[config.mk]
export PLATFORM = sky130hd
export DESIGN_NAME = uart_pins
export DESIGN_NICKNAME = d
export VERILOG_FILES = /design/src/rtl/byte_fifo.v /design/src/rtl/uart_pins.v
export VERILOG_INCLUDE_DIRS = /design/src /design/src/rtl
export SDC_FILE = /design/constraint.sdc
export NUM_CORES = 1
export LEC_CHECK = 0
export ABC_AREA = 1
export BUFFER_PORTS_ARGS = -buffer_cell sky130_fd_sc_hd__buf_4
export CAP_MARGIN = 10
export CORE_ASPECT_RATIO = 0.9
export CORE_MARGIN = 2
export CORE_UTILIZATION = 65
export DETAILED_ROUTE_END_ITERATION = 16
export PLACE_DENSITY = 0.91
export SLEW_MARGIN = 20
export SYNTH_ARGS = -nofsm -noshare
export SYNTH_HDL_FRONTEND = slang
export SYNTH_SLANG_ARGS = --single-unit
[constraint.sdc]
create_clock -name sys_clk -period 4.9 [get_ports sys_clk]
set_input_delay 0.49 -clock sys_clk [delete_from_list [all_inputs] [get_ports sys_clk]]
set_output_delay 0.49 -clock sys_clk [all_outputs]
set_load 0.005 [all_outputs]
[src/rtl/uart_pins_defines.vh]
`ifndef UART_PINS_DEFINES_VH
`define UART_PINS_DEFINES_VH

// ----------------------------------------------------------------------------
// register indices (avalon byte address = index * 4)
// ----------------------------------------------------------------------------
`define REG_DATA 3'h0
`define REG_INT_MASK 3'h1
`define REG_INT_STATUS 3'h2
`define REG_LINE_STATUS 3'h3
`define REG_MODEM_CONTROL 3'h4
`define REG_MODEM_STATUS 3'h5
`define REG_DIVISOR 3'h6
`define REG_ENHANCED_FEATURE 3'h7

// ----------------------------------------------------------------------------
// field positions
// ----------------------------------------------------------------------------
`define CTRL_DTR 0
`define CTRL_RTS 1
`define CTRL_OUT1 2
`define CTRL_OUT2 3
`define STAT_CTS 4
`define STAT_DSR 5
`define STAT_CARRIER 7
`define FEAT_AUTO_RTS 6
`define FEAT_AUTO_CTS 7
`define LSR_RX_READY 0
`define LSR_TX_SPACE 5
`define LSR_TX_IDLE 6
`define INT_RX_DATA 0
`define INT_TX_EMPTY 1
`define INT_MODEM 2
`define INT_OVERRUN 3

// ----------------------------------------------------------------------------
// reset values and timing counts
// ----------------------------------------------------------------------------
`define RESET_BYTE 8'h00
`define DIVISOR_RESET 8'h01
`define TICKS_PER_BIT 4'hf
`define TICKS_HALF_BIT 4'h7

`endif

[src/rtl/byte_fifo.v]
`timescale 1ns/1ns
`default_nettype none

module byte_fifo #(
  parameter WIDTH = 8,
  parameter DEPTH = 16,
  parameter ADDR_W = 4
) (
  input wire sys_clk,
  input wire rst_n,
  input wire push,
  input wire [WIDTH-1:0] wdata,
  input wire pop,
  output wire [WIDTH-1:0] rdata,
  output wire full,
  output wire empty
);

  reg [WIDTH-1:0] mem [0:DEPTH-1];
  reg [ADDR_W:0] wr_ptr_q;
  reg [ADDR_W:0] rd_ptr_q;

  assign empty = (wr_ptr_q == rd_ptr_q);
  assign full = (wr_ptr_q[ADDR_W-1:0] == rd_ptr_q[ADDR_W-1:0]) && (wr_ptr_q[ADDR_W] != rd_ptr_q[ADDR_W]);
  assign rdata = mem[rd_ptr_q[ADDR_W-1:0]];

  always @(posedge sys_clk) begin
    if (push && !full) begin
      mem[wr_ptr_q[ADDR_W-1:0]] <= wdata;
    end
  end

  always @(posedge sys_clk) begin
    if (!rst_n) begin
      wr_ptr_q <= {(ADDR_W+1){1'b0}};
      rd_ptr_q <= {(ADDR_W+1){1'b0}};
    end else begin
      if (push && !full) begin
        wr_ptr_q <= wr_ptr_q + 1'b1;
      end
      if (pop && !empty) begin
        rd_ptr_q <= rd_ptr_q + 1'b1;
      end
    end
  end

endmodule // byte_fifo

`default_nettype wire

[src/rtl/uart_pins.v]
`timescale 1ns/1ns
`default_nettype none
`include "uart_pins_defines.vh"

// Overview of operation
// - host read strobe low returns selected register contents on the data bus
// - host write strobe low loads data bus into addressed register
// - rx_ready_n low while receive data waits unread, high otherwise
// - tx_space_n low while a transmit location is free, high when full
// - baud output carries generator clock at sixteen times the data rate for divisors of 2 or more
// - receiver times its sampling from the separate sixteen-times receive clock
// - drive_disable_n low while the host reads, high otherwise
// - user outputs follow modem control bits 2 and 3
// - reset holds all registers and outputs in reset state
// - during reset serial transmit and receive are disabled
// - clear-to-send state readable in modem status bit 4
// - clear-to-send gates transmission only when enhanced feature bit 7 set
// - data-set-ready and carrier-detect are status only
// - modem control bit 0 set drives dtr_n low, clear or reset high
// - modem control bit 1 drives rts_n low; auto mode adds flow control
module uart_pins #(
  parameter DEPTH = 16,
  parameter ADDR_W = 4
) (
  input wire sys_clk,
  input wire rst_n,
  input wire [4:0] avs_address,
  input wire avs_read,
  input wire avs_write,
  input wire [31:0] avs_writedata,
  output reg [31:0] avs_readdata,
  output reg avs_waitrequest,
  input wire read_strobe_n,
  input wire write_strobe_n,
  input wire [2:0] host_addr,
  input wire [7:0] host_data_in,
  output reg [7:0] host_data_out,
  output reg host_data_oe,
  output reg drive_disable_n,
  output reg rx_ready_n,
  output reg tx_space_n,
  output reg baud_out_n,
  input wire rx_clk16,
  input wire serial_in,
  output reg serial_out,
  input wire cts_n,
  input wire dsr_n,
  input wire carrier_detect_n,
  output reg dtr_n,
  output reg rts_n,
  output reg user_out1_n,
  output reg user_out2_n,
  output reg irq
);

  localparam S_IDLE = 4'b0001;
  localparam S_START = 4'b0010;
  localparam S_DATA = 4'b0100;
  localparam S_STOP = 4'b1000;

  // --------------------------------------------------------------------------
  // pin synchronisers
  // --------------------------------------------------------------------------
  reg [17:0] pin_s1_q;
  reg [17:0] pin_s2_q;
  wire [17:0] pin_raw = {read_strobe_n, write_strobe_n, host_addr, host_data_in, rx_clk16,
                         serial_in, cts_n, dsr_n, carrier_detect_n};
  always @(posedge sys_clk) begin
    if (!rst_n) begin
      pin_s1_q <= 18'h3f8ff;
      pin_s2_q <= 18'h3f8ff;
    end else begin
      pin_s1_q <= pin_raw;
      pin_s2_q <= pin_s1_q;
    end
  end
  wire rd_s = pin_s2_q[17];
  wire wr_s = pin_s2_q[16];
  wire [2:0] haddr_s = pin_s2_q[15:13];
  wire [7:0] hdata_s = pin_s2_q[12:5];
  wire rclk_s = pin_s2_q[4];
  wire rx_s = pin_s2_q[3];
  wire cts_s = pin_s2_q[2];
  wire dsr_s = pin_s2_q[1];
  wire carrier_s = pin_s2_q[0];

  reg rd_prev_q;
  reg wr_prev_q;
  reg rclk_prev_q;
  reg [2:0] modem_prev_q;
  wire host_rd_go = rd_prev_q && !rd_s;
  wire host_wr_go = wr_prev_q && !wr_s;
  wire rx_tick = !rclk_prev_q && rclk_s;

  // --------------------------------------------------------------------------
  // registers
  // --------------------------------------------------------------------------
  reg [7:0] int_mask_q;
  reg [7:0] int_status_q;
  reg [7:0] modem_control_reg_q;
  reg [7:0] divisor_q;
  reg [7:0] enhanced_feature_reg_q;

  wire tx_full;
  wire tx_empty;
  wire [7:0] tx_rdata;
  wire rx_full;
  wire rx_empty;
  wire [7:0] rx_rdata;
  reg [3:0] tx_state_q;
  reg [3:0] rx_state_q;

  // one access per cycle; host strobes take precedence over avalon
  wire avs_req = (avs_read || avs_write) && avs_waitrequest;
  wire host_acc = host_rd_go || host_wr_go;
  wire avs_acc = avs_req && !host_acc;
  wire acc_rd = host_rd_go || (avs_acc && avs_read);
  wire acc_wr = host_wr_go || (avs_acc && avs_write);
  wire [2:0] acc_idx = host_acc ? haddr_s : avs_address[4:2];
  wire [7:0] acc_wdata = host_acc ? hdata_s : avs_writedata[7:0];

  function [7:0] reg_read;
    input [2:0] idx;
    begin
      case (idx)
        `REG_DATA: reg_read = rx_rdata;
        `REG_INT_MASK: reg_read = int_mask_q;
        `REG_INT_STATUS: reg_read = int_status_q;
        `REG_LINE_STATUS: reg_read = {1'b0, tx_empty && tx_state_q[0], !tx_full, 4'h0, !rx_empty};
        `REG_MODEM_CONTROL: reg_read = modem_control_reg_q;
        `REG_MODEM_STATUS: reg_read = {!carrier_s, 1'b0, !dsr_s, !cts_s, 4'h0};
        `REG_DIVISOR: reg_read = divisor_q;
        `REG_ENHANCED_FEATURE: reg_read = enhanced_feature_reg_q;
        default: reg_read = `RESET_BYTE;
      endcase
    end
  endfunction

  wire [7:0] acc_rdata = reg_read(acc_idx);
  wire rx_pop = acc_rd && (acc_idx == `REG_DATA);
  wire tx_push = acc_wr && (acc_idx == `REG_DATA);

  // --------------------------------------------------------------------------
  // bus answers and host data bus
  // --------------------------------------------------------------------------
  always @(posedge sys_clk) begin
    if (!rst_n) begin
      rd_prev_q <= 1'b1;
      wr_prev_q <= 1'b1;
      avs_waitrequest <= 1'b1;
      avs_readdata <= 32'h00000000;
      host_data_out <= `RESET_BYTE;
      host_data_oe <= 1'b0;
      drive_disable_n <= 1'b1;
    end else begin
      rd_prev_q <= rd_s;
      wr_prev_q <= wr_s;
      avs_waitrequest <= !avs_acc;
      if (avs_acc && avs_read) begin
        avs_readdata <= {24'h000000, acc_rdata};
      end
      if (host_rd_go) begin
        host_data_out <= acc_rdata;
      end
      host_data_oe <= !rd_s;
      drive_disable_n <= rd_s;
    end
  end

  always @(posedge sys_clk) begin
    if (!rst_n) begin
      int_mask_q <= `RESET_BYTE;
      modem_control_reg_q <= `RESET_BYTE;
      divisor_q <= `DIVISOR_RESET;
      enhanced_feature_reg_q <= `RESET_BYTE;
    end else if (acc_wr) begin
      case (acc_idx)
        `REG_INT_MASK: int_mask_q <= acc_wdata;
        `REG_MODEM_CONTROL: modem_control_reg_q <= acc_wdata;
        `REG_DIVISOR: divisor_q <= acc_wdata;
        `REG_ENHANCED_FEATURE: enhanced_feature_reg_q <= acc_wdata;
        default: ;
      endcase
    end
  end

  // --------------------------------------------------------------------------
  // fifos
  // --------------------------------------------------------------------------
  reg tx_pop_q;
  reg rx_push_q;
  reg [7:0] rx_shift_q;

  byte_fifo #(.WIDTH(8), .DEPTH(DEPTH), .ADDR_W(ADDR_W)) tx_fifo (
    .sys_clk(sys_clk),
    .rst_n(rst_n),
    .push(tx_push),
    .wdata(acc_wdata),
    .pop(tx_pop_q),
    .rdata(tx_rdata),
    .full(tx_full),
    .empty(tx_empty)
  );

  byte_fifo #(.WIDTH(8), .DEPTH(DEPTH), .ADDR_W(ADDR_W)) rx_fifo (
    .sys_clk(sys_clk),
    .rst_n(rst_n),
    .push(rx_push_q),
    .wdata(rx_shift_q),
    .pop(rx_pop),
    .rdata(rx_rdata),
    .full(rx_full),
    .empty(rx_empty)
  );

  // --------------------------------------------------------------------------
  // baud rate generator
  // --------------------------------------------------------------------------
  reg [7:0] baud_cnt_q;
  wire baud_tick = (baud_cnt_q == 8'h00);
  wire [7:0] div_top = (divisor_q == 8'h00) ? 8'h00 : divisor_q - 8'h01;
  always @(posedge sys_clk) begin
    if (!rst_n) begin
      baud_cnt_q <= 8'h00;
      baud_out_n <= 1'b1;
    end else begin
      baud_cnt_q <= baud_tick ? div_top : baud_cnt_q - 8'h01;
      baud_out_n <= (baud_cnt_q > {1'b0, divisor_q[7:1]}) || baud_tick;
    end
  end

  // --------------------------------------------------------------------------
  // transmitter
  // --------------------------------------------------------------------------
  reg [3:0] tx_tick_q;
  reg [2:0] tx_bit_q;
  reg [7:0] tx_shift_q;
  wire cts_ok = !enhanced_feature_reg_q[`FEAT_AUTO_CTS] || !cts_s;
  always @(posedge sys_clk) begin
    if (!rst_n) begin
      tx_state_q <= S_IDLE;
      tx_tick_q <= 4'h0;
      tx_bit_q <= 3'h0;
      tx_shift_q <= `RESET_BYTE;
      tx_pop_q <= 1'b0;
      serial_out <= 1'b1;
    end else begin
      tx_pop_q <= 1'b0;
      case (tx_state_q)
        S_IDLE: begin
          serial_out <= 1'b1;
          if (!tx_empty && cts_ok && baud_tick && !tx_pop_q) begin
            tx_shift_q <= tx_rdata;
            tx_pop_q <= 1'b1;
            tx_tick_q <= `TICKS_PER_BIT;
            serial_out <= 1'b0;
            tx_state_q <= S_START;
          end
        end
        S_START, S_DATA: begin
          if (baud_tick) begin
            tx_tick_q <= tx_tick_q - 4'h1;
            if (tx_tick_q == 4'h0) begin
              tx_tick_q <= `TICKS_PER_BIT;
              serial_out <= tx_shift_q[0];
              tx_shift_q <= {1'b0, tx_shift_q[7:1]};
              if (tx_state_q[1]) begin
                tx_bit_q <= 3'h0;
                tx_state_q <= S_DATA;
              end else if (tx_bit_q == 3'h7) begin
                serial_out <= 1'b1;
                tx_state_q <= S_STOP;
              end else begin
                tx_bit_q <= tx_bit_q + 3'h1;
              end
            end
          end
        end
        S_STOP: begin
          if (baud_tick) begin
            tx_tick_q <= tx_tick_q - 4'h1;
            if (tx_tick_q == 4'h0) begin
              tx_state_q <= S_IDLE;
            end
          end
        end
        default: tx_state_q <= S_IDLE;
      endcase
    end
  end

  // --------------------------------------------------------------------------
  // receiver, paced by the external sixteen-times clock
  // --------------------------------------------------------------------------
  reg [3:0] rx_tick_q;
  reg [2:0] rx_bit_q;
  reg overrun_ev_q;
  always @(posedge sys_clk) begin
    if (!rst_n) begin
      rclk_prev_q <= 1'b1;
      rx_state_q <= S_IDLE;
      rx_tick_q <= 4'h0;
      rx_bit_q <= 3'h0;
      rx_shift_q <= `RESET_BYTE;
      rx_push_q <= 1'b0;
      overrun_ev_q <= 1'b0;
    end else begin
      rclk_prev_q <= rclk_s;
      rx_push_q <= 1'b0;
      overrun_ev_q <= 1'b0;
      if (rx_tick) begin
        rx_tick_q <= rx_tick_q - 4'h1;
        case (rx_state_q)
          S_IDLE: begin
            if (!rx_s) begin
              rx_tick_q <= `TICKS_HALF_BIT;
              rx_state_q <= S_START;
            end
          end
          S_START: begin
            if (rx_tick_q == 4'h0) begin
              rx_tick_q <= `TICKS_PER_BIT;
              rx_bit_q <= 3'h0;
              rx_state_q <= rx_s ? S_IDLE : S_DATA;
            end
          end
          S_DATA: begin
            if (rx_tick_q == 4'h0) begin
              rx_tick_q <= `TICKS_PER_BIT;
              rx_shift_q <= {rx_s, rx_shift_q[7:1]};
              rx_bit_q <= rx_bit_q + 3'h1;
              if (rx_bit_q == 3'h7) begin
                rx_state_q <= S_STOP;
              end
            end
          end
          S_STOP: begin
            if (rx_tick_q == 4'h0) begin
              rx_push_q <= !rx_full;
              overrun_ev_q <= rx_full;
              rx_state_q <= S_IDLE;
            end
          end
          default: rx_state_q <= S_IDLE;
        endcase
      end
    end
  end

  // --------------------------------------------------------------------------
  // interrupts and status pins
  // --------------------------------------------------------------------------
  reg tx_empty_prev_q;
  wire [7:0] int_events = {4'h0, overrun_ev_q, (modem_prev_q != {cts_s, dsr_s, carrier_s}),
                           tx_empty && !tx_empty_prev_q, rx_push_q};
  wire [7:0] int_clear = (acc_wr && (acc_idx == `REG_INT_STATUS)) ? acc_wdata : 8'h00;
  always @(posedge sys_clk) begin
    if (!rst_n) begin
      modem_prev_q <= 3'h7;
      tx_empty_prev_q <= 1'b1;
      int_status_q <= `RESET_BYTE;
      irq <= 1'b0;
      rx_ready_n <= 1'b1;
      tx_space_n <= 1'b0;
      dtr_n <= 1'b1;
      rts_n <= 1'b1;
      user_out1_n <= 1'b1;
      user_out2_n <= 1'b1;
    end else begin
      modem_prev_q <= {cts_s, dsr_s, carrier_s};
      tx_empty_prev_q <= tx_empty;
      int_status_q <= (int_status_q & ~int_clear) | int_events;
      irq <= |(int_status_q & int_mask_q);
      rx_ready_n <= rx_empty;
      tx_space_n <= tx_full;
      dtr_n <= !modem_control_reg_q[`CTRL_DTR];
      rts_n <= !modem_control_reg_q[`CTRL_RTS] || (enhanced_feature_reg_q[`FEAT_AUTO_RTS] && rx_full);
      user_out1_n <= !modem_control_reg_q[`CTRL_OUT1];
      user_out2_n <= !modem_control_reg_q[`CTRL_OUT2];
    end
  end
  // every register above takes its reset value under !rst_n

endmodule // uart_pins

`default_nettype wire

Yosys cells after proc, flatten, opt, wreduce, memory -nomap -nowiden
Memory sizes are Yosys's and may differ from the RTL's. A register that Yosys moved wholly into a read port is not among the register bits.
Cells that the tools add are included.
W data, S select, Z words.
{"block": "word_totals", "reg_bits": 179, "mem_bits_rw": 256, "input_bits": 59, "output_inout_bits": 52, "elab_cells": 222, "mem_count": 2}
{"name": "rx_fifo.mem", "words": 16, "width": 8, "rd": 1, "rd_clocked_by_memory_dff": 1, "wr": 1, "line": "byte_fifo.v:19", "text": "reg [WIDTH-1:0] mem [0:DEPTH-1];"}
{"name": "tx_fifo.mem", "words": 16, "width": 8, "rd": 1, "rd_clocked_by_memory_dff": 1, "wr": 1, "line": "byte_fifo.v:19"}
{"block": "op_classes", "add_sub_neg": 10, "magnitude_cmp": 1, "n_eq_ne": 36, "n_mux": 53, "bitwise": 4, "n_reduce_logical": 74}
{"op": "$mux W4", "n": 22}
{"op": "$pmux W8 S8", "n": 1}
{"op": "$mux W8", "n": 7}
{"op": "$pmux W4 S3", "n": 2}
{"op": "$logic_and A1 B1 Y1", "n": 22}
{"op": "$ne A2 B2 Y1 const B", "n": 11}
{"op": "$add A5 B1 Y5 const B", "n": 4}
{"op": "$reduce_and A4 Y1", "n": 5}
{"op": "$logic_not A1 Y1", "n": 19}
{"op": "$eq A3 B3 Y1 const B", "n": 6}
{"op": "$mux W3", "n": 6}
{"op": "$and A8 B8 Y8", "n": 2}
{"op": "$logic_not A8 Y1", "n": 2}
{"op": "$pmux W4 S4", "n": 1}
{"op": "$pmux W8 S2", "n": 1}
{"op": "$sub A8 B1 Y8 const B", "n": 2}
{"op": "$reduce_and A6 Y1", "n": 2}
{"op": "$eq A5 B5 Y1", "n": 2}
{"op": "$mux W1", "n": 10}
{"op": "$reduce_and A2 Y1", "n": 5}
{"op": "$eq A4 B1 Y1 const B", "n": 2}
{"op": "$eq A4 B2 Y1 const B", "n": 2}
{"op": "$eq A4 B3 Y1 const B", "n": 2}
{"op": "$eq A4 B4 Y1", "n": 2}
{"op": "other kinds (23)", "n": 38}

Logic depth before layout (Yosys ltp)
Gate-level depths: netlist of the first run.
{"block": "depth", "ltp_word": 12, "mapped_depth": 15, "ltp_nobuf": 14}

Hierarchy
From an unflattened synthesis of the first run, not the netlist that was laid out.
{"block": "unflattened", "hier_cells": 2062, "area_unflattened_um2": 19507.5}
{"module": "byte_fifo", "instances": 2, "cells_each": 537, "area_each_um2": 6094.6, "seq_area_each_um2": 4124.0}
{"module": "uart_pins", "instances": 1, "cells_each": 988, "area_each_um2": 7318.3, "seq_area_each_um2": 3183.1}

Least setup slack after synthesis of the first run
OpenSTA, ideal clock, no wires.
{"block": "synth_path", "path_kind": "register to register", "startpoint": "register rx_fifo.wr_ptr_q[2]", "endpoint": "memory rx_fifo.mem[7][0], enable pin", "setup_time_ns": 0.383, "t_arrival_ns": 1.690, "required_ns": 4.517, "slack_ns": 2.827, "stages_incl_launch_ff": 10, "path_buffers": 0, "period_less_slack_ns": 2.073, "cell_sequence": "dfxtp_1 inv_1 nand2_1 nand2_1 nor2_1 nand3b_1 nand2_1 inv_1 nand2_1 nor3_1"}
{"block": "synth_between", "elab_chain_len": 6}
{"element": "from (decl)", "line": "byte_fifo.v:20", "text": "reg [ADDR_W:0] wr_ptr_q;"}
{"element": "from (signal assigned)", "line": "byte_fifo.v:35", "text": "wr_ptr_q <= {(ADDR_W+1){1'b0}};"}
{"element": "from (signal assigned)", "line": "byte_fifo.v:39", "text": "wr_ptr_q <= wr_ptr_q + 1'b1;"}
{"element": "$eq A4 B4 Y1", "line": "byte_fifo.v:24", "text": "assign full = (wr_ptr_q[ADDR_W-1:0] == rd_ptr_q[ADDR_W-1:0]) && (wr_ptr_q[ADDR_W] != rd_ptr_q[ADDR_W]);"}
{"element": "$logic_and A1 B1 Y1", "line": "byte_fifo.v:24"}
{"element": "$logic_not A1 Y1", "line": "byte_fifo.v:28", "text": "if (push && !full) begin"}
{"element": "$logic_and A1 B1 Y1", "line": "byte_fifo.v:28"}
{"element": "$mux W1", "line": "byte_fifo.v:28"}
{"element": "$mux W1 (implied by the code)", "line": "byte_fifo.v:29", "text": "mem[wr_ptr_q[ADDR_W-1:0]] <= wdata;"}
{"element": "to (decl)", "line": "byte_fifo.v:19"}
Several ways; a longest one is shown, not always the timed one.

Final worst setup path of the first run
{"block": "layout_path", "startpoint": "register rd_prev_q", "endpoint": "memory tx_fifo.mem[12][4], enable pin"}
{"block": "layout_between", "elab_chain_len": 10, "elab_cells_between_ends": 12, "cone_classes": "mux: 3; reduce/logical: 9"}
{"element": "from (decl)", "line": "uart_pins.v:87", "text": "reg rd_prev_q;"}
{"element": "from (signal assigned)", "line": "uart_pins.v:156", "text": "rd_prev_q <= rd_s;"}
{"element": "$logic_and A1 B1 Y1 *", "line": "uart_pins.v:91", "text": "wire host_rd_go = rd_prev_q && !rd_s;"}
{"element": "$logic_or A1 B1 Y1 *", "line": "uart_pins.v:115", "text": "wire host_acc = host_rd_go || host_wr_go;"}
{"element": "$logic_not A1 Y1", "line": "uart_pins.v:116", "text": "wire avs_acc = avs_req && !host_acc;"}
{"element": "$logic_and A1 B1 Y1", "line": "uart_pins.v:116"}
{"element": "$logic_and A1 B1 Y1", "line": "uart_pins.v:118", "text": "wire acc_wr = host_wr_go || (avs_acc && avs_write);"}
{"element": "$logic_or A1 B1 Y1", "line": "uart_pins.v:118"}
{"element": "$logic_and A1 B1 Y1 *", "line": "uart_pins.v:141", "text": "wire tx_push = acc_wr && (acc_idx == `REG_DATA);"}
{"element": "$logic_and A1 B1 Y1 *", "line": "byte_fifo.v:28"}
{"element": "$mux W1 *", "line": "byte_fifo.v:28"}
{"element": "$mux W1 (implied by the code) *", "line": "byte_fifo.v:29"}
{"element": "to (decl)", "line": "byte_fifo.v:19"}
Mark *: on every way between the ends. The rest lies on a longest branch, timed or not.

==> flow_metrics.tcl, run 1 <==
set metrics [dict create \
    dr.pass1.iters 9 \
    avgSynthCellArea_sq_um 9.556 \
    clock_skew_ns 0.02320 \
    synth_top_area_share_pct 41.11 \
    end_kind "register" \
    required_ns 5.08 \
    grt_pass1_wl_mm 71.19 \
    finalSetupViolCount 0 \
    synth.distinct_cells 48 \
    clk_pin_slew_ns 0.06 \
    cts_setup_buffers 0 \
    vias_per_cell 6.129 \
    io_pins 111 \
    drive_gt1_share_pct 10.81 \
    die_h_um 164.9 \
    die_x_um 182.8 \
    postPlaceCellArea_sq_um 19200 \
    slew_headroom_pct 27.37 \
    crit_start "rd_prev_q" \
    status "complete, no violations" \
    drt_iter0_drc 2213 \
    cts_hold_buf 0 \
    final_common_cell "nor2_1" \
    critical_path_arrival_ns 2.99 \
    reg2reg_slack_ns 2.09 \
    synth_edf_count 256 \
    rsz0062_at_grt "false" \
    grt_usage_pct 30.15 \
    synth_area_leaders "edfxtp_1 41%, dfxtp_1 20%, nor2_1 7.6%, o21ai_0 5.5%, nand2_1 5.1%" \
    fp.dieArea_sq_um 30150 \
    period_share_pct 57.28 \
    cts_root_buffer "clkbuf_16" \
    grt_overflow_total 0 \
    routed_wl_mm 45.79 \
    cp_max_fo 17 \
    syn_inst 1957 \
    core_area_sq_um 28160 \
    design_area_sq_um 20570 \
    r2r_start "rd_prev_q" \
    p_leak_nw 7.720 \
    clk_path_buf_depth 3 \
    cts.sinks 443 \
    cp-start-kind "register" \
    grt_pass1_vias 13820 \
    ir_drop_mv 0.3700 \
    fin_nets 2072 \
    fin_tns_setup_ns 0 \
    antenna_found_initial 0 \
    drv_cap 0 \
    gp_congestion 1.011 \
    cts_resized 0 \
    yosysTopAreaCell "edfxtp_1" \
    utilization_pct 73.05 \
    portBuffers 60 \
    final_hold_viol_count 0 \
    syn_area_sq_um 18700 \
    cts_tree "yes" \
    num_rows 58 \
    vias 14560 \
    timing_worst_slew_pin_value_ns 1.087 \
    drv_slew 0 \
    ys_warn_count 0 \
    final_cell_mix "378 x nor2_1, 256 x edfxtp_1, 253 x nand2_1, 204 x o21ai_0, 185 x dfxtp_1" \
    insertedDiodeCount 0 \
    fmax_mhz 356.3 \
    min_path_type "in2reg" \
    h-tree-depth 2 \
    postRouteAntennaNets 0 \
    numCtsBuffers 41 \
    synth_ff_type "edfxtp_1" \
    initial_utilization_pct 66.42 \
    async_flop_share_pct 0 \
    power_density_nw_per_um2 404.5 \
    fin_crit_ns 2.807 \
    drc 0 \
    synth-seq-cells 443 \
    clk_latency_ns 0.55 \
    ys_seq_area_share_pct 61.12 \
    grt_max_degree 92 \
    area_delta_synth_final_pct 9.982 \
    wire_per_inst_um 19.27 \
    dp_hpwl_mm 27.78 \
    crit_type "reg2reg" \
    hold_start "rx_clk16" \
]
-- power by group --
group	internal, mW	switching (mW)	total (mW)	leakage [nW]
registers	4.04	0.0806	4.12	3.60
clock network	1.86	1.37	3.23	0.674
logic	0.327	0.635	0.963	3.45
-- per-stage QoR --
step	hold slack, ns	setup WS [ns]	power (mW)	instances
2_1_floorplan	0.3579	2.827	4.894	1980
3_3_place_gp	0.3936	2.200	5.061	2303
3_5_place_dp	0.3967	2.159	5.122	2303
4_1_cts	0.1144	2.147	8.296	2376
5_1_grt	0.1194	1.972	8.562	2376
6_report	0.1226	2.093	8.321	2376
-- state kept, by name, indices dropped and copies added (netlist names), 18 cells and up, named ones only --
register     cells
tx_fifo.mem    128
pin_s1_q        18
pin_s2_q        18
rx_fifo.mem    128
-- cell usage after synthesis, drive strengths merged (2+ instances only) --
| cell | number |
|---|---|
| edfxtp | 256 |
| ha | 27 |
| or2 | 36 |
| o22ai | 3 |
| nand2 | 269 |
| clkinv | 2 |
| dfxtp | 187 |
| nand3 | 134 |
| o21ai | 208 |
| clkbuf | 51 |
| xnor2 | 5 |
| nor3 | 10 |
| a21o | 2 |
| nand4 | 20 |
| a211oi | 2 |
| buf | 54 |
| inv | 144 |
| xor2 | 5 |
| nor2 | 391 |
| o211ai | 41 |
| nand3b | 2 |
| o21a | 2 |
| nor4 | 3 |
| a21oi | 94 |
| a221oi | 2 |
-- critical path, stage by stage, from the launching register on --
cell,delay [ns]
dfxtp_1,0.37
nand2_4,0.11
nand2_4,0.19
inv_2,0.13
nand2_1,0.10
nand2_2,0.15
nor2_8,0.25
inv_2,0.14
nor2_8,0.15
nand2_1,0.18
nor2_1,0.67
-- layout make-up --
| cell class | instances | area, sq um |
|---|---|---|
| clock inverters | 15 | 176.4 |
| repair buffers | 68 | 510.5 |
| clock buffers | 58 | 1191 |
| inverters | 146 | 550.5 |
| multi-input cells | 1286 | 6256 |
| well taps | 360 | 450.4 |
| flip-flops and latches | 443 | 11430 |
| fillers | 1708 | 7589 |
-- cells by family after synthesis --
logic type	Yosys count	share of synthesized area (%)
muxes	1	0.05352
other	1	0.02005
buffers and inverters	251	5.887
adders and majority gates	27	1.806
and+or+nand+nor	865	20.20
xor gates and xnor gates	10	0.4683
DFF	443	61.12
AOI/OAI and AO/OA	359	10.44
-- path summary, 6_finish.rpt --
path | end | depth (start not counted)
worst max register to register | tx_fifo.mem[12][4] | 10
worst min register to register | pin_s2_q[17] | 1
worst max-delay path | tx_fifo.mem[12][4] | 10
worst min-delay path | pin_s1_q[4] | 2
-- routing by layer --
layer  vias to the layer above  wire length (um)  part of all wire [%]  global-route usage (%)
met2                      1032             21640                    47                   50.19
met1                      6728             16690                    36                   38.74
met3                       191              5220                    11                   5.160
li1                       6612                 -                     -                       -
met5                         -                 0                     0                       0
met4                         0              2244                   4.9                   14.87
No activity file was read; power rests on OpenSTA's default activity.
==> inputs of run 2 (changes only) <==
Settings changed: CORE_UTILIZATION 65 to 55, PLACE_DENSITY 0.91 to 0.83.
Clock period 4.9 ns to 2.3 ns, I/O delays scaled along.
==> run 2 against run 1 <==
- sequential share of layout area shrank 2.2 points
- combinational power increased by 120%
- global-route usage down 5.4 points
- worst setup slack got worse by 2.0 ns
- largest cell class unchanged
- final cell count rose by 7.3%
- clock power increased by 110%
- via count decreased by 2.1%
- worst hold slack lost 0.019 ns
- design area up 4.1%
- first-iteration DRC count decreased by 22%
- highest routed layer unchanged
==> flow_metrics.tcl, run 2 (synthesized netlist as in run 1, its figures left out) <==
set metrics [dict create \
    status "complete, no violations" \
    clk_pin_slew_ns 0.06 \
    r2r_start "rx_fifo.wr_ptr_q[1]" \
    grt_pass1_vias 13470 \
    fp.dieArea_sq_um 35500 \
    insertedDiodeCount 0 \
    ir_drop_mv 0.5203 \
    dp_slack_ns 0.1179 \
    grt_usage_pct 24.73 \
    fmax_mhz 454.7 \
    clk_latency_ns 0.56 \
    cts_tree "yes" \
    fin_crit_ns 2.199 \
    final_hold_viol_count 0 \
    die_h_um 178.9 \
    rr_endpoint "rx_fifo.mem[13][1]" \
    max_stage_delay_ns 0.66 \
    p_comb_share_pct 11.7 \
    dp.cells 2454 \
    clkPwrFrac_pct 38.7 \
    switching_share_pct 25.40 \
    io_pins 111 \
    crit_buf_inv 2 \
    r2r.worst_path.cells 9 \
    hold_path_end "dtr_n" \
    grt_overflow_total 0 \
    required_ns 2.47 \
    cp-start-kind "register" \
    dp_hpwl_mm 28.30 \
    cpLargestDelayFamily "simple AND/OR/NAND/NOR gates" \
    finalSetupViolCount 0 \
    period_share_pct 95.62 \
    final_common_cell "nor2_1" \
    drive_gt1_share_pct 13.61 \
    postRouteAntennaNets 0 \
    slowest_stage "nor2_1" \
    clk_path_buf_depth 3 \
    power.switching_mw 4.501 \
    die_x_um 198.4 \
    fin_nets 2144 \
    drv_cap 0 \
    fillers 2489 \
    whs_path_depth 2 \
    critical_path_arrival_ns 2.36 \
    timing_worst_slew_pin_value_ns 0.8825 \
    portBuffers 60 \
    crit_chain "inv_1 -> nand2_1 -> nand2_1 -> nor2_1 -> nand3b_1 -> nand2_1 -> inv_1 -> nand2_1 -> nor2_1" \
    num_rows 64 \
    slew_headroom_pct 40.95 \
    cts_root_buffer "clkbuf_16" \
    dr.pass1.iters 6 \
    p_seq_share_pct 49.6 \
    finalWorstSetupSlack_ns 0.1007 \
    drv_slew 0 \
    gp_congestion 0.8976 \
    internal_power_mw 13.22 \
    cts.sinks 443 \
    min_path_type "in2reg" \
    core_area_sq_um 33710 \
    final_cell_mix "371 x nor2_1, 256 x edfxtp_1, 250 x nand2_1, 204 x o21ai_0, 185 x dfxtp_1" \
    end_kind "register" \
    area_delta_synth_final_pct 14.50 \
    drt_iter0_drc 1717 \
    wire_per_inst_um 17.24 \
    hold_start "rst_n" \
    power_density_nw_per_um2 827.3 \
    final_cell_count_no_fill 2549 \
    rsz0062_at_grt "true" \
    vias_per_cell 5.595 \
    crit_type "reg2reg" \
    p_leak_nw 8.096 \
    drc 0 \
    grt_max_degree 65 \
    reg2reg_slack_ns 0.10 \
    numCtsBuffers 43 \
    cp_max_fo 8 \
    routed_wl_mm 43.94 \
    grt_pass1_wl_mm 68.86 \
    clock_skew_ns 0.02851 \
    initial_utilization_pct 55.47 \
    cp_common_cell "nand2_1" \
    antenna_found_initial 0 \
    h-tree-depth 2 \
    vias 14260 \
]
run 2: cell count changes in the layout (fill, tap and decap cells not counted), moves of 6 or more:
cell and delta:
buf_12 +7, clkbuf_1 -6, dlygate4sd3_1 +20, nor2_2 +7
nor2_1 -7, buf_4 +43
run 2: metrics by stage:
stage	area, sq um	hold WS, ns	power (mW)	setup TNS, ns	utilization, %
global placement	19780	0.3945	10.85	0	58.68
global route	21410	0.1136	18.35	-1.457	63.52
floorplan	18790	0.3276	10.43	0	-
detailed placement	19780	0.3977	10.95	0	58.68
CTS	21370	0.07437	17.73	0	63.39
finish	21410	0.1035	17.72	0	63.52
run 2: layer usage:
| layer | wire length, um | vias up | part of all wire, % | GRT usage, % |
|---|---|---|---|---|
| li1 | - | 6747 | - | - |
| met4 | 1518 | 0 | 3.5 | 9.994 |
| met2 | 21350 | 727 | 49 | 41.45 |
| met1 | 17130 | 6670 | 39 | 32.46 |
| met5 | 0 | - | 0 | 0 |
| met3 | 3935 | 118 | 9.0 | 3.743 |
run 2: power by group through the flow:
stage | sequential (mW) | clock (mW) | combinational [mW]
final | 8.79 | 6.85 | 2.08
after global routing | 8.81 | 7.21 | 2.34
after floorplan | 8.90 | 0 | 1.52
after CTS | 8.79 | 6.90 | 2.04
after detailed placement | 8.95 | 0 | 2.00
after global placement | 8.94 | 0 | 1.90
run 2: how the worst max path moves through the flow:
| stage | start | endpoint | slack [ns] | depth (start not counted) |
|---|---|---|---|---|
| after floorplan | rx_fifo.wr_ptr_q[2] | rx_fifo.mem[7][0] | 0.23 | 9 |
| after global placement | rd_prev_q | tx_fifo.mem[9][6] | 0.18 | 11 |
| after detailed placement | rd_prev_q | tx_fifo.mem[4][1] | 0.12 | 11 |
| after CTS | rd_prev_q | tx_fifo.mem[4][1] | 0.09 | 11 |
| after global routing | rx_fifo.wr_ptr_q[0] | rx_fifo.mem[13][7] | -0.07 | 8 |
| final | rx_fifo.wr_ptr_q[1] | rx_fifo.mem[13][1] | 0.10 | 9 |
run 2: layout make-up:
class                   instances  area [sq um]  share of cell area (%)
repair buffers                138          1174                   5.481
flip-flops and latches        443         11430                   53.39
well taps                     462         578.1                   2.699
clock buffers                  52          1191                   5.562
multi-input cells            1286          6291                   29.38
inverters                     146         550.5                   2.571
clock inverters                22         196.4                  0.9173
run 2: worst reg2reg max path, stage by stage, from the launching register on:
cell and delay [ns]:
dfxtp_1 0.36, inv_1 0.10, nand2_1 0.06, nand2_1 0.06, nor2_1 0.05, nand3b_1 0.10, nand2_1 0.08, inv_1 0.14
nand2_1 0.18, nor2_1 0.66
run 2: what timing repair did:
action	in CTS	in global routing
setup buffers	0	1
gates resized for setup	0	12
setup endpoints to repair	0	170
hold endpoints to repair	19	0
hold buffers	20	0
==> inputs of run 3 (changes only) <==
Settings changed: ABC_AREA 1 to default.
==> run 3 against run 2 <==
- the flow now finishes with violations (negative setup slack)
- count of clock-buffer cells in the layout is 11 higher
- combinational power is 21% lower
- clock power is 6.0% higher
- non-clock buffer count is 74 higher
- sequential cell count stayed put
- sequential share of layout area is 1.9 points lower
- fmax is 13% lower
- worst setup slack worse by 0.32 ns
- critical path depth is 1 lower
- design area is 3.8% higher
==> flow_metrics.tcl, run 3 <==
set metrics [dict create \
    status "finished, violations left" \
    violations "negative setup slack" \
    final_cell_mix "256 x edfxtp_1, 183 x dfxtp_1, 159 x buf_4, 124 x nor2_1, 100 x nand2_1" \
    vias_per_cell 6.125 \
    required_ns 2.54 \
    power.switching_mw 4.021 \
    fin_tns_setup_ns -20.07 \
    cp_max_fo 8 \
    power_density_nw_per_um2 790.8 \
    vias 12710 \
    crit_buf_inv 2 \
    fin_crit_ns 2.522 \
    max_stage_delay_ns 0.49 \
    grt_pass1_wl_mm 70.75 \
    cp_common_cell "nor3_4" \
    grt_usage_pct 26.49 \
    slew_headroom_pct 46.15 \
    dp_hpwl_mm 29.41 \
    clk_path_buf_depth 3 \
    yosysTopAreaCell "edfxtp_1" \
    routed_wl_mm 47.08 \
    clock_skew_ns 0.02390 \
    top_layer_used "met4" \
    synth_edf_count 256 \
    crit_chain "nor2b_4 -> or4_4 -> a221o_1 -> nor3_4 -> nand2_1 -> buf_6 -> nor3_4 -> buf_12" \
    synthTopCellsByCount "256 x edfxtp_1, 187 x dfxtp_1, 136 x nor2_1" \
    cts_tree "yes" \
    internal_power_mw 13.55 \
    cts.sinks 443 \
    rsz0062_at_grt "true" \
    drv_cap 0 \
    synth.distinct_cells 77 \
    clk_pin_slew_ns 0.06 \
    avgSynthCellArea_sq_um 12.82 \
    period_share_pct 109.6 \
    grt_pass1_vias 12470 \
    fin_nets 1704 \
    synth-seq-cells 443 \
    end_kind "register" \
    min_path_type "in2reg" \
    p_leak_nw 7.900 \
    h-tree-depth 2 \
    syn_inst 1440 \
    ir_drop_mv 0.7163 \
    final_common_cell "edfxtp_1" \
    drive_gt1_share_pct 24.14 \
    portBuffers 60 \
    dr.pass1.iters 6 \
    wl_met1_mm 18.24 \
    cpLargestDelayFamily "simple AND/OR/NAND/NOR gates" \
    core_area_sq_um 33030 \
    die_h_um 177.8 \
    fp.dieArea_sq_um 35050 \
    timing_worst_slew_pin_value_ns 0.8067 \
    clkPwrFrac_pct 41.3 \
    ys_seq_area_share_pct 61.91 \
    numCtsBuffers 43 \
    power.total_mw 17.57 \
    antenna_found_initial 0 \
    syn_area_sq_um 18460 \
    wire_per_inst_um 22.69 \
    p_seq_share_pct 49.3 \
    finalWorstSetupSlack_ns -0.2217 \
    wl_met2_mm 23.03 \
    initial_utilization_pct 55.90 \
    async_flop_share_pct 0 \
    ys_warn_count 0 \
    finalSetupViolCount 136 \
    num_rows 63 \
    clk_latency_ns 0.55 \
    switching_share_pct 22.88 \
    yosysMostFrequentCell "edfxtp_1" \
    p_comb_share_pct 9.4 \
    grt_max_degree 78 \
    die_x_um 197.1 \
    gp_congestion 0.9035 \
    grt_overflow_total 0 \
    crit_type "reg2reg" \
    synth_ff_type "edfxtp_1" \
    fillers 2101 \
    postRouteAntennaNets 0 \
    dr_wl_met3_mm 4.059 \
    final_hold_viol_count 0 \
    synth_top_area_share_pct 41.63 \
    cp-start-kind "register" \
    drv_slew 0 \
    drc 0 \
    cts_root_buffer "clkbuf_16" \
    synth_area_leaders "edfxtp_1 42%, dfxtp_1 20%, mux4_2 7.2%, nor2_1 2.8%, mux2i_1 2.5%" \
    fmax_mhz 396.6 \
    drt_iter0_drc 1701 \
    critical_path_arrival_ns 2.76 \
    area_delta_synth_final_pct 20.35 \
    insertedDiodeCount 0 \
    io_pins 111 \
    slowest_stage "or4_4" \
]
-- run 3: power groups by stage --
stage | registers (mW) | logic, mW | clock network, mW
floorplan | 8.78 | 1.02 | 0
global placement | 8.82 | 1.46 | 0
detailed placement | 8.83 | 1.50 | 0
CTS | 8.66 | 1.56 | 7.30
global route | 8.67 | 1.80 | 7.62
finish | 8.67 | 1.65 | 7.26
-- run 3: layer usage --
layer	vias up	GRT usage, %
li1	5630	-
met4	0	10.18
met1	6255	35.18
met3	128	4.428
met5	-	0
met2	696	44.01
-- run 3: cell families (layout without fill, tap and decap cells) --
kind of cell | count (synthesis) | in the layout | synth area share, %
compound gates | 229 | 229 | 8.396
mux | 121 | 121 | 10.66
fa+ha+maj | 27 | 27 | 1.830
xor+xnor | 41 | 41 | 1.945
buf+inv | 138 | 328 | 3.497
flops | 443 | 443 | 61.91
simple gates | 440 | 440 | 11.74
other cells | 1 | 24 | 0.02031
-- run 3: path summary, 6_finish.rpt --
kind	slack, ns	depth (start not counted)	startpoint	end
max	-0.22	8	rd_prev_q	tx_fifo.mem[0][4]
min	0.11	3	rst_n	baud_cnt_q[6]
max reg2reg	-0.22	8	rd_prev_q	tx_fifo.mem[0][4]
min reg2reg	0.40	1	pin_s1_q[17]	pin_s2_q[17]
-- run 3: metrics by stage --
| step | area (sq um) | cells | worst slack [ns] | hold slack [ns] | util (%) |
|---|---|---|---|---|---|
| floorplan | 18650 | 1463 | -0.2382 | 0.3315 | - |
| global placement | 20170 | 1963 | -0.08412 | 0.3884 | 61.07 |
| detailed placement | 20170 | 1963 | -0.1345 | 0.3914 | 61.07 |
| CTS | 21930 | 2064 | -0.1339 | 0.09814 | 66.39 |
| global route | 22220 | 2075 | -0.2639 | 0.1295 | 67.28 |
| finish | 22220 | 2075 | -0.2217 | 0.1079 | 67.28 |
-- run 3: final cells by class --
type	count	area (sq um)	share of cell area, %
Inverter	36	135.1	0.6081
Sequential cell	443	11440	51.48
Multi-Input combinational cell	882	6780	30.51
Clock inverter	17	231.5	1.042
Timing Repair Buffer	212	1874	8.435
Tap cell	422	528.0	2.376
Clock buffer	63	1234	5.552
-- run 3: worst reg2reg max path, delay by kind of cell, from the launching register on --
kind | cells | cell delay, ns
flip-flops | 1 | 0.32
AO/OA/AOI/OAI | 1 | 0.40
buffers and inverters | 2 | 0.31
AND/OR/NAND/NOR | 5 | 1.20
-- run 3: timing repair --
action | 4_1_cts | 5_1_grt
endpoints found under the setup margin | 133 | 227
endpoints found under the hold margin | 19 | 0
pin swaps | 2 | 16
hold buffers | 20 | 0
cloned | 0 | 3
buffers inserted | 1 | 9
resized for setup | 19 | 65
